`src/hw/mxb_cfg.svh`:
```
// Purpose: offsets, fields, reset values and response codes for the mux port
// Assumes: included by its bare name
// Notes: Functional notes below
`ifndef MXB_CFG_SVH
`define MXB_CFG_SVH
`define MXB_OFF_MUX    8'h00
`define MXB_OFF_WIDTH  8'h04
`define MXB_OFF_WAIT   8'h08
`define MXB_OFF_RDNEG  8'h0c
`define MXB_OFF_SELEXT 8'h10
`define MXB_OFF_BUS_CONTROL_ONE   8'h14
`define MXB_OFF_ADDR   8'h18
`define MXB_OFF_WDATA  8'h1c
`define MXB_OFF_CMD    8'h20
`define MXB_OFF_STAT   8'h24
`define MXB_RST_WIDTH  16'hffff
`define MXB_CMD_RD     0
`define MXB_CMD_DMA    3
`define MXB_RESP_OK    2'b00
`define MXB_RESP_ERR   2'b10
`endif

```
`src/hw/mxb_pkg.sv`:
```
// Purpose: types for the mux port
// Assumes: one-hot bus cycle states
// Notes: constants live in mxb_cfg.svh
package mxb_pkg;
	typedef enum logic [8:0] {
		S_IDLE = 9'h001, // no cycle
		S_PRE  = 9'h002, // select extension before
		S_MA1  = 9'h004, // first address cycle
		S_MAW  = 9'h008, // address stretch cycle
		S_MA2  = 9'h010, // second address cycle
		S_D1   = 9'h020, // first data cycle
		S_DW   = 9'h040, // data wait cycle
		S_D2   = 9'h080, // last data cycle
		S_POST = 9'h100  // select extension after
	} mxb_state_t;
endpackage : mxb_pkg

```
`src/hw/mxb_port.sv`:
```
// Purpose: address/data multiplexed external bus port with AXI4-Lite regs
// Assumes: single 25 MHz core_clk, async active-low reset
// Notes: all pin outputs registered; pin inputs pass two flops
//
// Our own choices: the placing of the registers and the AXI4-Lite interface to the registers.
`timescale 1ns/1ps
`include "mxb_cfg.svh"
module mxb_port (
	// clock and reset
	input  wire logic        core_clk,
	input  wire logic        reset_n,
	// axi4-lite slave
	input  wire logic [7:0]  s_awaddr,
	input  wire logic        s_awvalid,
	output logic             s_awready,
	input  wire logic [31:0] s_wdata,
	input  wire logic [3:0]  s_wstrb,
	input  wire logic        s_wvalid,
	output logic             s_wready,
	output logic [1:0]       s_bresp,
	output logic             s_bvalid,
	input  wire logic        s_bready,
	input  wire logic [7:0]  s_araddr,
	input  wire logic        s_arvalid,
	output logic             s_arready,
	output logic [31:0]      s_rdata,
	output logic [1:0]       s_rresp,
	output logic             s_rvalid,
	input  wire logic        s_rready,
	// external bus pins
	output logic [20:0]      addr_out,
	input  wire logic [15:0] ad_in,
	output logic [15:0]      ad_out,
	output logic [1:0]       ad_oe,
	output logic [7:0]       area_select_n,
	output logic             hold_strobe_n,
	output logic             read_strobe_n,
	output logic             upper_byte_write_strobe_n,
	output logic             lower_byte_write_strobe_n,
	output logic             cycle_begin_flag_n,
	output logic             rd_wr,
	output logic             transfer_acknowledge_n,
	input  wire logic        wait_n
);
	mxb_pkg::mxb_state_t st;      // current bus cycle state
	mxb_pkg::mxb_state_t next_st; // next bus cycle state
	// software registers
	logic [7:3]  muxed_area_enable;       // per-area mux enable
	logic        addr_phase_stretch_enable;
	logic [7:0]  width_high_select;       // per-area width high bit
	logic [7:0]  width_low_select;        // per-area width low bit
	logic [2:0]  wait_count;              // program waits
	logic        wait_pin_enable;         // honour wait_n
	logic [7:0]  read_neg;                // early read negation
	logic [7:0]  pre_ext;                 // extension before cycle
	logic [7:0]  post_ext;                // extension after cycle
	logic        ack_early_select;
	logic [20:0] cmd_addr;
	logic [15:0] cmd_wdata;
	logic        cmd_rd, cmd_dma;
	logic [1:0]  cmd_lanes;               // {upper, lower}
	logic [2:0]  cmd_area;
	logic        done;                    // sticky cycle-complete
	logic [15:0] rdata;                   // last read data
	logic [2:0]  wcnt;                    // wait counter
	// axi holding registers
	logic        aw_ok, w_ok, do_wr;
	logic [7:0]  wa;
	logic [31:0] wd, wm;
	// pin synchronisers; first stage read only by second
	logic [1:0]  wait_s;
	logic [15:0] ad_s1, ad_s2;

	always_ff @(posedge core_clk or negedge reset_n) begin
		if (!reset_n) begin
			wait_s <= 2'h3;
			ad_s1  <= 16'h0000;
			ad_s2  <= 16'h0000;
		end else begin
			wait_s <= {wait_s[0], wait_n};
			ad_s1  <= ad_in;
			ad_s2  <= ad_s1;
		end
	end

	// decode of the current access
	wire cur_mux   = cmd_area >= 3'h3 && muxed_area_enable[cmd_area];
	wire cur_8     = width_high_select[cmd_area] & width_low_select[cmd_area];
	wire any_mux   = |muxed_area_enable;
	wire waiting   = wait_pin_enable && !wait_s[1];
	wire busy      = st != mxb_pkg::S_IDLE;
	wire start     = do_wr && wa == `MXB_OFF_CMD && !busy;
	wire [15:0] lane_mask = cur_8 ? 16'h00ff : 16'hffff;
	wire in_addr   = next_st == mxb_pkg::S_MA1 || next_st == mxb_pkg::S_MAW
		|| next_st == mxb_pkg::S_MA2;
	wire in_data   = next_st == mxb_pkg::S_D1 || next_st == mxb_pkg::S_DW
		|| next_st == mxb_pkg::S_D2;

	// bus cycle sequencer; waits only touch data states
	always_comb begin
		next_st = st;
		case (st)
			mxb_pkg::S_IDLE: if (start) begin
				// command fields come from the held write data, not the live bus
				if (pre_ext[wd[6:4]]) next_st = mxb_pkg::S_PRE;
				else if (wd[6:4] >= 3'h3 && muxed_area_enable[wd[6:4]])
					next_st = mxb_pkg::S_MA1;
				else next_st = mxb_pkg::S_D1;
			end else next_st = mxb_pkg::S_IDLE;
			mxb_pkg::S_PRE:  next_st = cur_mux ? mxb_pkg::S_MA1 : mxb_pkg::S_D1;
			mxb_pkg::S_MA1:  next_st = addr_phase_stretch_enable ? mxb_pkg::S_MAW
				: mxb_pkg::S_MA2;
			mxb_pkg::S_MAW:  next_st = mxb_pkg::S_MA2;
			mxb_pkg::S_MA2:  next_st = mxb_pkg::S_D1;
			mxb_pkg::S_D1:   next_st = (wait_count != 3'h0 || waiting) ? mxb_pkg::S_DW
				: mxb_pkg::S_D2;
			mxb_pkg::S_DW:   next_st = (wcnt > 3'h1 || waiting) ? mxb_pkg::S_DW
				: mxb_pkg::S_D2;
			mxb_pkg::S_D2:   next_st = post_ext[cmd_area] ? mxb_pkg::S_POST
				: mxb_pkg::S_IDLE;
			mxb_pkg::S_POST: next_st = mxb_pkg::S_IDLE;
			default:         next_st = mxb_pkg::S_IDLE;
		endcase
	end

	// pin values for the coming state, registered below
	wire        n_rd  = start ? wd[`MXB_CMD_RD] : cmd_rd;
	wire [2:0]  n_ar  = start ? wd[6:4] : cmd_area;
	// area-dependent values follow the new command already at its start edge
	wire        n_8   = width_high_select[n_ar] & width_low_select[n_ar];
	wire [15:0] n_mask = n_8 ? 16'h00ff : 16'hffff;
	wire        n_dma = start ? wd[`MXB_CMD_DMA] : cmd_dma;
	wire [1:0]  n_ln  = start ? wd[2:1] : cmd_lanes;
	wire        n_sel = next_st != mxb_pkg::S_IDLE;
	wire        n_hs  = any_mux ? (next_st == mxb_pkg::S_MA1 || next_st == mxb_pkg::S_MAW)
		: in_data;
	wire        n_rds = n_rd && in_data && !(next_st == mxb_pkg::S_D2 && read_neg[n_ar]);
	wire        n_wr  = !n_rd && in_data && next_st != mxb_pkg::S_D1;
	wire        n_up  = n_wr && !n_8 && n_ln[1];
	wire        n_lo  = n_wr && n_ln[0];
	wire        n_ack = n_dma && (in_data || (ack_early_select && next_st ==
		mxb_pkg::S_MA2));
	wire [1:0]  n_oe  = (in_addr || (in_data && !n_rd)) ? {!n_8, 1'b1} : 2'h0;
	wire [15:0] n_ad  = (in_addr ? cmd_addr[15:0] : cmd_wdata) & n_mask;

	// registered pins
	always_ff @(posedge core_clk or negedge reset_n) begin
		if (!reset_n) begin
			st                        <= mxb_pkg::S_IDLE;
			area_select_n             <= 8'hff;
			hold_strobe_n             <= 1'b1;
			read_strobe_n             <= 1'b1;
			upper_byte_write_strobe_n <= 1'b1;
			lower_byte_write_strobe_n <= 1'b1;
			cycle_begin_flag_n        <= 1'b1;
			rd_wr                     <= 1'b1;
			transfer_acknowledge_n    <= 1'b1;
			ad_oe                     <= 2'h0;
			ad_out                    <= 16'h0000;
			addr_out                  <= 21'h000000;
		end else begin
			st                        <= next_st;
			area_select_n             <= ~({7'h00, n_sel} << n_ar);
			hold_strobe_n             <= !n_hs;
			read_strobe_n             <= !n_rds;
			upper_byte_write_strobe_n <= !n_up;
			lower_byte_write_strobe_n <= !n_lo;
			cycle_begin_flag_n        <= !((start && next_st != mxb_pkg::S_PRE)
				|| st == mxb_pkg::S_PRE);
			rd_wr                     <= n_rd || !n_sel;
			transfer_acknowledge_n    <= !n_ack;
			ad_oe                     <= n_oe;
			ad_out                    <= n_ad;
			addr_out                  <= start ? cmd_addr : addr_out;
		end
	end

	// wait counter and read capture
	always_ff @(posedge core_clk or negedge reset_n) begin
		if (!reset_n) begin
			wcnt  <= 3'h0;
			rdata <= 16'h0000;
		end else begin
			wcnt  <= (st == mxb_pkg::S_D1) ? wait_count
				: (wcnt != 3'h0 ? wcnt - 3'h1 : 3'h0);
			if (st == mxb_pkg::S_D2 && cmd_rd) rdata <= ad_s2 & lane_mask;
		end
	end

	// axi write side: address and data taken in either order
	assign do_wr = aw_ok && w_ok && !s_bvalid;
	assign wm    = {{8{s_wstrb[3]}}, {8{s_wstrb[2]}}, {8{s_wstrb[1]}}, {8{s_wstrb[0]}}};
	wire wr_known = wa <= `MXB_OFF_STAT && wa[1:0] == 2'h0;
	always_ff @(posedge core_clk or negedge reset_n) begin
		if (!reset_n) begin
			aw_ok     <= 1'b0;
			w_ok      <= 1'b0;
			wa        <= 8'h00;
			wd        <= 32'h00000000;
			s_awready <= 1'b1;
			s_wready  <= 1'b1;
			s_bvalid  <= 1'b0;
			s_bresp   <= `MXB_RESP_OK;
		end else begin
			if (s_awvalid && s_awready) begin
				aw_ok     <= 1'b1;
				wa        <= s_awaddr;
				s_awready <= 1'b0;
			end
			if (s_wvalid && s_wready) begin
				w_ok     <= 1'b1;
				wd       <= s_wdata & wm;
				s_wready <= 1'b0;
			end
			if (do_wr) begin
				s_bvalid <= 1'b1;
				s_bresp  <= wr_known ? `MXB_RESP_OK : `MXB_RESP_ERR;
			end
			if (s_bvalid && s_bready) begin
				s_bvalid  <= 1'b0;
				aw_ok     <= 1'b0;
				w_ok      <= 1'b0;
				s_awready <= 1'b1;
				s_wready  <= 1'b1;
			end
		end
	end

	// register writes; a command while busy is ignored
	always_ff @(posedge core_clk or negedge reset_n) begin
		if (!reset_n) begin
			muxed_area_enable         <= 5'h00;
			addr_phase_stretch_enable <= 1'b0;
			{width_high_select, width_low_select} <= `MXB_RST_WIDTH;
			wait_count                <= 3'h0;
			wait_pin_enable           <= 1'b0;
			read_neg                  <= 8'h00;
			pre_ext                   <= 8'h00;
			post_ext                  <= 8'h00;
			ack_early_select          <= 1'b0;
			cmd_addr                  <= 21'h000000;
			cmd_wdata                 <= 16'h0000;
			cmd_rd                    <= 1'b1;
			cmd_dma                   <= 1'b0;
			cmd_lanes                 <= 2'h0;
			cmd_area                  <= 3'h0;
			done                      <= 1'b0;
		end else begin
			if (do_wr) begin
				case (wa)
					`MXB_OFF_MUX: begin
						muxed_area_enable         <= wd[7:3];
						addr_phase_stretch_enable <= wd[0];
					end
					`MXB_OFF_WIDTH: {width_high_select, width_low_select} <= wd[15:0];
					`MXB_OFF_WAIT: {wait_pin_enable, wait_count} <= wd[3:0];
					`MXB_OFF_RDNEG: read_neg <= wd[7:0];
					`MXB_OFF_SELEXT: {pre_ext, post_ext} <= wd[15:0];
					`MXB_OFF_BUS_CONTROL_ONE: ack_early_select <= wd[0];
					`MXB_OFF_ADDR: cmd_addr <= wd[20:0];
					`MXB_OFF_WDATA: cmd_wdata <= wd[15:0];
					default: ;
				endcase
			end
			if (start) begin
				cmd_rd    <= wd[`MXB_CMD_RD];
				cmd_lanes <= wd[2:1];
				cmd_dma   <= wd[`MXB_CMD_DMA];
				cmd_area  <= wd[6:4];
			end
			// completion sets over a same-cycle clear
			if (st == mxb_pkg::S_D2) done <= 1'b1;
			else if (do_wr && wa == `MXB_OFF_STAT && wd[1]) done <= 1'b0;
		end
	end

	// axi read side
	wire [31:0] rd_mux =
		s_araddr == `MXB_OFF_MUX    ? {24'h0, muxed_area_enable, 2'h0, addr_phase_stretch_enable} :
		s_araddr == `MXB_OFF_WIDTH  ? {16'h0, width_high_select, width_low_select} :
		s_araddr == `MXB_OFF_WAIT   ? {28'h0, wait_pin_enable, wait_count} :
		s_araddr == `MXB_OFF_RDNEG  ? {24'h0, read_neg} :
		s_araddr == `MXB_OFF_SELEXT ? {16'h0, pre_ext, post_ext} :
		s_araddr == `MXB_OFF_BUS_CONTROL_ONE   ? {31'h0, ack_early_select} :
		s_araddr == `MXB_OFF_ADDR   ? {11'h0, cmd_addr} :
		s_araddr == `MXB_OFF_WDATA  ? {16'h0, cmd_wdata} :
		s_araddr == `MXB_OFF_STAT   ? {rdata, 14'h0, done, busy} : 32'h0;
	wire rd_known = s_araddr <= `MXB_OFF_STAT && s_araddr[1:0] == 2'h0;
	always_ff @(posedge core_clk or negedge reset_n) begin
		if (!reset_n) begin
			s_arready <= 1'b1;
			s_rvalid  <= 1'b0;
			s_rdata   <= 32'h00000000;
			s_rresp   <= `MXB_RESP_OK;
		end else if (s_arvalid && s_arready) begin
			s_arready <= 1'b0;
			s_rvalid  <= 1'b1;
			s_rdata   <= rd_mux;
			s_rresp   <= rd_known ? `MXB_RESP_OK : `MXB_RESP_ERR;
		end else if (s_rvalid && s_rready) begin
			s_rvalid  <= 1'b0;
			s_arready <= 1'b1;
		end
	end
endmodule : mxb_port

```
`config.mk`:
```
export PLATFORM = sky130hd
export DESIGN_NAME = mxb_port
export DESIGN_NICKNAME = d
export VERILOG_FILES = /design/src/hw/mxb_pkg.sv /design/src/hw/mxb_port.sv
export VERILOG_INCLUDE_DIRS = /design/src /design/src/hw
export SDC_FILE = /design/constraint.sdc
export NUM_CORES = 1
export LEC_CHECK = 0
export BUFFER_PORTS_ARGS = -buffer_cell sky130_fd_sc_hd__clkbuf_2
export CELL_PAD_IN_SITES_DETAIL_PLACEMENT = 1
export CELL_PAD_IN_SITES_GLOBAL_PLACEMENT = 2
export CORE_UTILIZATION = 41
export CTS_CLUSTER_SIZE = 10
export DETAILED_ROUTE_END_ITERATION = 7
export PLACE_DENSITY = 0.95
export SLEW_MARGIN = 20
export SYNTH_ARGS = -nofsm -noshare
export SYNTH_HDL_FRONTEND = slang
export SYNTH_SLANG_ARGS = --single-unit
```
`constraint.sdc`:
```
create_clock -name core_clk -period 6.3 [get_ports core_clk]
set_clock_uncertainty 0.05 [all_clocks]
set_input_delay 0.63 -clock core_clk [delete_from_list [all_inputs] [get_ports core_clk]]
set_output_delay 0.63 -clock core_clk [all_outputs]
set_load 0.05 [all_outputs]
```
Yosys cells after proc, flatten, opt, wreduce, memory -nomap -nowiden:

Cells that the tools add are included.

* add/subtract/negate cells: 1
* order comparisons: 8
* eq/ne operators: 35
* shift operators: 1
* mux-type cells: 65
* bitwise gates (word level): 6
* reductions and logical operators: 71

Operators with widths (number)
* $mux 32: 9
* $pmux 9 s8: 1
* $eq 8x5->1 const B: 8
* $mux 16: 3
* $and 16x16->16: 2
* $eq 8x4->1 const B: 4
* $logic_and 1x1->1: 28
* $mux 1: 28
* $bmux 1 s3: 9
* $eq 8x6->1 const B: 3
* $and 21x21->21: 1
* $eq 9x3->1 const B: 2
* $eq 9x4->1 const B: 2
* $eq 9x5->1 const B: 2
* $eq 9x6->1 const B: 2
* $eq 9x7->1 const B: 2
* $eq 9x8->1 const B: 2
* $mux 6: 3
* $mux 9: 2
* $ne 9x1->1 const B: 2
* $eq 8x3->1 const B: 2
* $le 8x6->1 const B: 2
* $logic_not 8->1: 2
* $mux 8: 2
* 21 further kinds: 64

* bits in registers: 284
* bits of input ports: 76
* logic and storage cells: 233

Longest topological paths before layout:

* word-level depth: 15
* mapped depth: 11
* mapped depth without buffers: 8

Worst setup path after synthesis:

OpenSTA, ideal clock, no wires.

* kind: reg2reg
* from: reg s_bvalid
* to: reg ad_out[10]
* library setup time: 80 ps
* data arrival time: 2731 ps
* path slack: 3439 ps
* cell stages (with the launch flop): 9
* buffers on the path: 1
* cells stage by stage: dfrtp_1 -> nand3b_1 -> nor4_4 -> and2_1 -> buf_4 -> mux2i_1 -> clkinv_1 -> o211a_2 -> nor3_2

RTL lines
* start: declaration: RTL line mxb_port.sv:21 `output logic s_bvalid,`
* start signal: assignment: RTL line mxb_port.sv:202 `s_bvalid <= 1'b0;`
* start signal: assignment: RTL line mxb_port.sv:216 `s_bvalid <= 1'b1;`
* start signal: assignment: RTL line mxb_port.sv:220 `s_bvalid <= 1'b0;`
* $logic_not 1->1 *: RTL line mxb_port.sv:191 `assign do_wr = aw_ok && w_ok && !s_bvalid;`
* $logic_and 1x1->1 *: RTL line mxb_port.sv:191
* $logic_and 1x1->1 (no line) *
* $logic_and 1x1->1 *: RTL line mxb_port.sv:92 `` wire start = do_wr && wa == `MXB_OFF_CMD && !busy; ``
* $mux 3 *
* net n_ar[2]: RTL line mxb_port.sv:128 `wire [2:0] n_ar = start ? wd[6:4] : cmd_area;`
* $bmux 1 s3: RTL line mxb_port.sv:130 `wire n_8 = width_high_select[n_ar] & width_low_select[n_ar];`
* $mux 1 (not written as such): RTL line mxb_port.sv:130
* $and 1x1->1 *: RTL line mxb_port.sv:130
* $mux 16 *: RTL line mxb_port.sv:131 `wire [15:0] n_mask = n_8 ? 16'h00ff : 16'hffff;`
* $and 16x16->16 *: RTL line mxb_port.sv:144 `wire [15:0] n_ad = (in_addr ? cmd_addr[15:0] : cmd_wdata) & n_mask;`
* net n_ad[10]: RTL line mxb_port.sv:144
* end signal: assignment: RTL line mxb_port.sv:173 `ad_out <= n_ad;`
* end: declaration: RTL line mxb_port.sv:33 `output logic [15:0] ad_out,`

Mark *: on every way through the listed nets, which the timed path passes. The rest lies on a longest branch. The select of a mux whose other input is x is not followed.
A chain may end at the register's enable or synchronous reset.

Worst setup path after layout:

* from: reg wa[1]
* to: reg ad_out[8]

* cells in the longest elaborated chain, start to end: 10

Ends and longest elaborated chain
* start: declaration: RTL line mxb_port.sv:68 `logic [7:0] wa;`
* start signal: assignment: RTL line mxb_port.sv:207 `wa <= s_awaddr;`
* $eq 8x6->1 (no line) *
* $logic_and 1x1->1 (no line) *
* $logic_and 1x1->1 *: RTL line mxb_port.sv:92
* $mux 9: RTL line mxb_port.sv:103 `mxb_pkg::S_IDLE: if (start) begin`
* $pmux 9 s8: RTL line mxb_port.sv:102 `case (st)`
* $eq 9x3->1 / $eq 9x4->1 (equally long branches): RTL line mxb_port.sv:94 `wire in_addr = next_st == mxb_pkg::S_MA1 || next_st == mxb_pkg::S_MAW`
* $logic_or 1x1->1: RTL line mxb_port.sv:94
* $logic_or 1x1->1: RTL line mxb_port.sv:95 `|| next_st == mxb_pkg::S_MA2;`
* $mux 16: RTL line mxb_port.sv:144
* $and 16x16->16 *: RTL line mxb_port.sv:144
* net n_ad[8]: RTL line mxb_port.sv:144

Marks and branches as above.

==> results by group <==
Run status
  – Outcome: finished clean

Detailed routing
  – Drt via density: 5.486
  – Via count: 8,448
  – Post-route ant nets: 0
  – DR DRC count: 0
  – Iter 0 DRT Violations: 721
  – Routed Wire Length: 33,370 µm
  – Avg WL per Cell: 21.67 µm
  – Drt pass-1 iters: 5

Timing
  – Slew @ Worst Pin: 1015 ps
  – Fin crit share: 59.80%
  – Minimum clock period: 3768 ps
  – Hold Vio Cnt, Final: 0
  – Slew Limit Headroom: 32.05%
  – Final Slew Violations: 0
  – Final Setup Violations: 0
  – RSZ-0062 raised after global routing: no
  – Setup TNS: 0 ps
  – Final hold slack: 93.04 ps
  – Max frequency: 265.4 MHz

Logic synthesis
  – Yosys reg bits: 282
  – Cells after Synth: 991
  – Top-area cell type share of the netlist area: 52.25%
  – Most frequent cell after synthesis: dfrtp_1
  – Synth area leader: dfrtp_1
  – Asr flop ratio synth: 100.0%
  – Sequential area share after synthesis: 60.80%
  – Top_reg_cell synth: dfrtp_1
  – Post-synth EDFFs: 0
  – Top cells by count, synth: dfrtp_1, nand2_1, mux2_2
  – Synth area leaders: dfrtp_1, mux2_2, dfstp_2
  – Mapped cell area: 0.01168 mm²
  – Syn_area_per_cell: 11.79 µm²
  – YS warnings: 0
  – Yosys cell types: 66

Floorplan
  – Core Footprint: 0.02793 mm²
  – Row count: 61
  – Die width: 170.8 µm
  – Vert. Die Dim: 170.8 µm
  – Starting density of the core: 41.83%
  – Ports: 171
  – Die footprint: 0.02918 mm²

Clocking
  – Post-CTS setup buffer count: 0
  – CTS root buffer: clkbuf_16
  – CTS tree: yes
  – Total CTS buffers: 34
  – H-tree levels: 2
  – CTS Buffer Depth: 3
  – Clk_lat worst skew: 520 ps
  – Clock slew at reported path FFs: 50 ps
  – CTS Sinks: 282
  – Cts repair resizes: 0
  – Hold-fix buffers, CTS: 0

Pwr
  – P_int: 3.371 mW
  – P per Cell Area: 361.2 mW/mm²
  – Clk pwr share: 36.0%
  – Net Sw Power: 1.617 mW
  – Static Leak: 6.711 nW
  – Sw frac: 32.41%
  – Peak supply drop: 0.1383 mV
  – Sequential power share: 46.9%
  – Comb power frac: 17.0%

GRT
  – Vias in the first global route: 9,013
  – Grt total ovfl: 0
  – Initial antenna violation count: 0
  – Largest net degree at the start of global routing: 103
  – Total GRT Usage: 23.82%
  – Global-route wire length before repair: 52,670 µm

Layout
  – Register area: 0.007104 mm²
  – Share of cells above drive strength 1: 33.30%
  – Antenna fix cells: 0
  – Design area: 0.01381 mm²
  – Fillcell total: 3,030
  – Final #Nets: 1,214
  – Multi-input gate area: 0.004307 mm²
  – Layout area overhead: 18.16%

Job
  – Maxcap violations: 0

Setup path
  – End of the worst register-to-register path: ad_out[8]
  – Worst R2R Path Depth: 8
  – Crit path required time: 6680 ps
  – Origin of the critical flop-to-flop path: wa[1]
  – Crit path capture type: flop
  – Worst setup SP type: flop
  – Worst Path Arrival: 4150 ps
  – Worst Setup SP: wa[1]
  – R2r setup slk: 2530 ps
  – Crit path kind: reg2reg
  – CP Max Fanout: 15

Place
  – Port Buf Inserts: 156
  – HPWL after detailed placement: 22,490 µm
  – GPL Wtd Cong: 0.8499
  – Placed Area: 0.01279 mm²

Min path
  – HP Class: in2async
-- sequential cells by signal, indices dropped and copies added, names as in the netlist, 9 cells and up --
signal,flops
st,9
ad_out,16
rdata,16
cmd_addr,21
wd,21
cmd_wdata,16
s_rdata,32
ad_s1,16
ad_s2,16
addr_out,21
-- metal layers --
layer,global-route usage (%),wire length (µm),vias to the layer above
met5,0,0,-
met4,9.278,1020,0
met3,3.609,1423,63
met2,39.49,16430,231
met1,31.47,14490,4380
li1,-,-,3774
-- power groups by stage --
stage / registers, mW / logic (mW) / clock network, mW
after global placement: 2.34 / 0.828 / 0
after floorplan: 2.48 / 0.386 / 0
after CTS: 2.34 / 0.861 / 1.84
after detailed placement: 2.36 / 0.854 / 0
final: 2.34 / 0.850 / 1.80
after global routing: 2.37 / 0.917 / 1.90
-- per-stage QoR --
stage	std cells	util [%]	power [mW]	setup slack [ps]
after detailed placement	1478	45.78	3.214	2586
after global placement	1478	45.78	3.170	2673
final	1540	49.43	4.988	2532
after CTS	1540	49.40	5.035	2564
after floorplan	992	-	2.866	3439
after global routing	1540	49.43	5.187	2351
-- layout make-up --
type	count	share of cell area [%]
clock inverter	2	0.2356
sequential	282	51.45
multi-input combinational	639	31.19
inverter	14	0.3806
timing repair buffer	165	6.217
tap	378	3.425
clock buffer	60	7.096
-- logic make-up (layout without fill, tap and decap cells) --
logic type / Yosys count / in the layout / synth area share [%]
AO/OA/AOI/OAI: 152 / 152 / 8.631
XOR/XNOR: 2 / 2 / 0.1499
adder cells (fa/ha/maj): 2 / 2 / 0.2141
buffers and inverters: 71 / 241 / 2.538
flip-flops: 282 / 282 / 60.80
multiplexers: 140 / 140 / 14.02
other: 1 / 2 / 0.03209
AND/OR/NAND/NOR: 341 / 341 / 13.62
-- cells in the final DEF, fill, tap and decap left out, types with 24 or more instances in the layout --
| master | n |
|---|---|
| nand3_1 | 30 |
| clkbuf_1 | 24 |
| clkbuf_2 | 155 |
| a21oi_1 | 28 |
| o21ai_0 | 48 |
| dfrtp_1 | 244 |
| nand2_1 | 200 |
| dfstp_2 | 38 |
| clkbuf_16 | 35 |
| nor2_1 | 36 |
| mux2_2 | 116 |
-- critical path, cell delays in order, from the launching register on --
cell and delay [ps]:
dfrtp_1 370, or4_1 670, nor4_4 460, and4_1 780
buf_4 360, mux2i_1 300, a21oi_1 90, o211a_2 390
nor3_2 210
-- worst max-delay path by stage --
stage	to	slack, ps	cells past startpoint
floorplan	ad_out[10]	3440	8
global placement	ad_out[8]	2670	8
detailed placement	ad_out[8]	2590	8
CTS	ad_out[8]	2560	8
global route	ad_out[8]	2350	8
finish	ad_out[8]	2530	8
(Power assumes the default switching activity.)
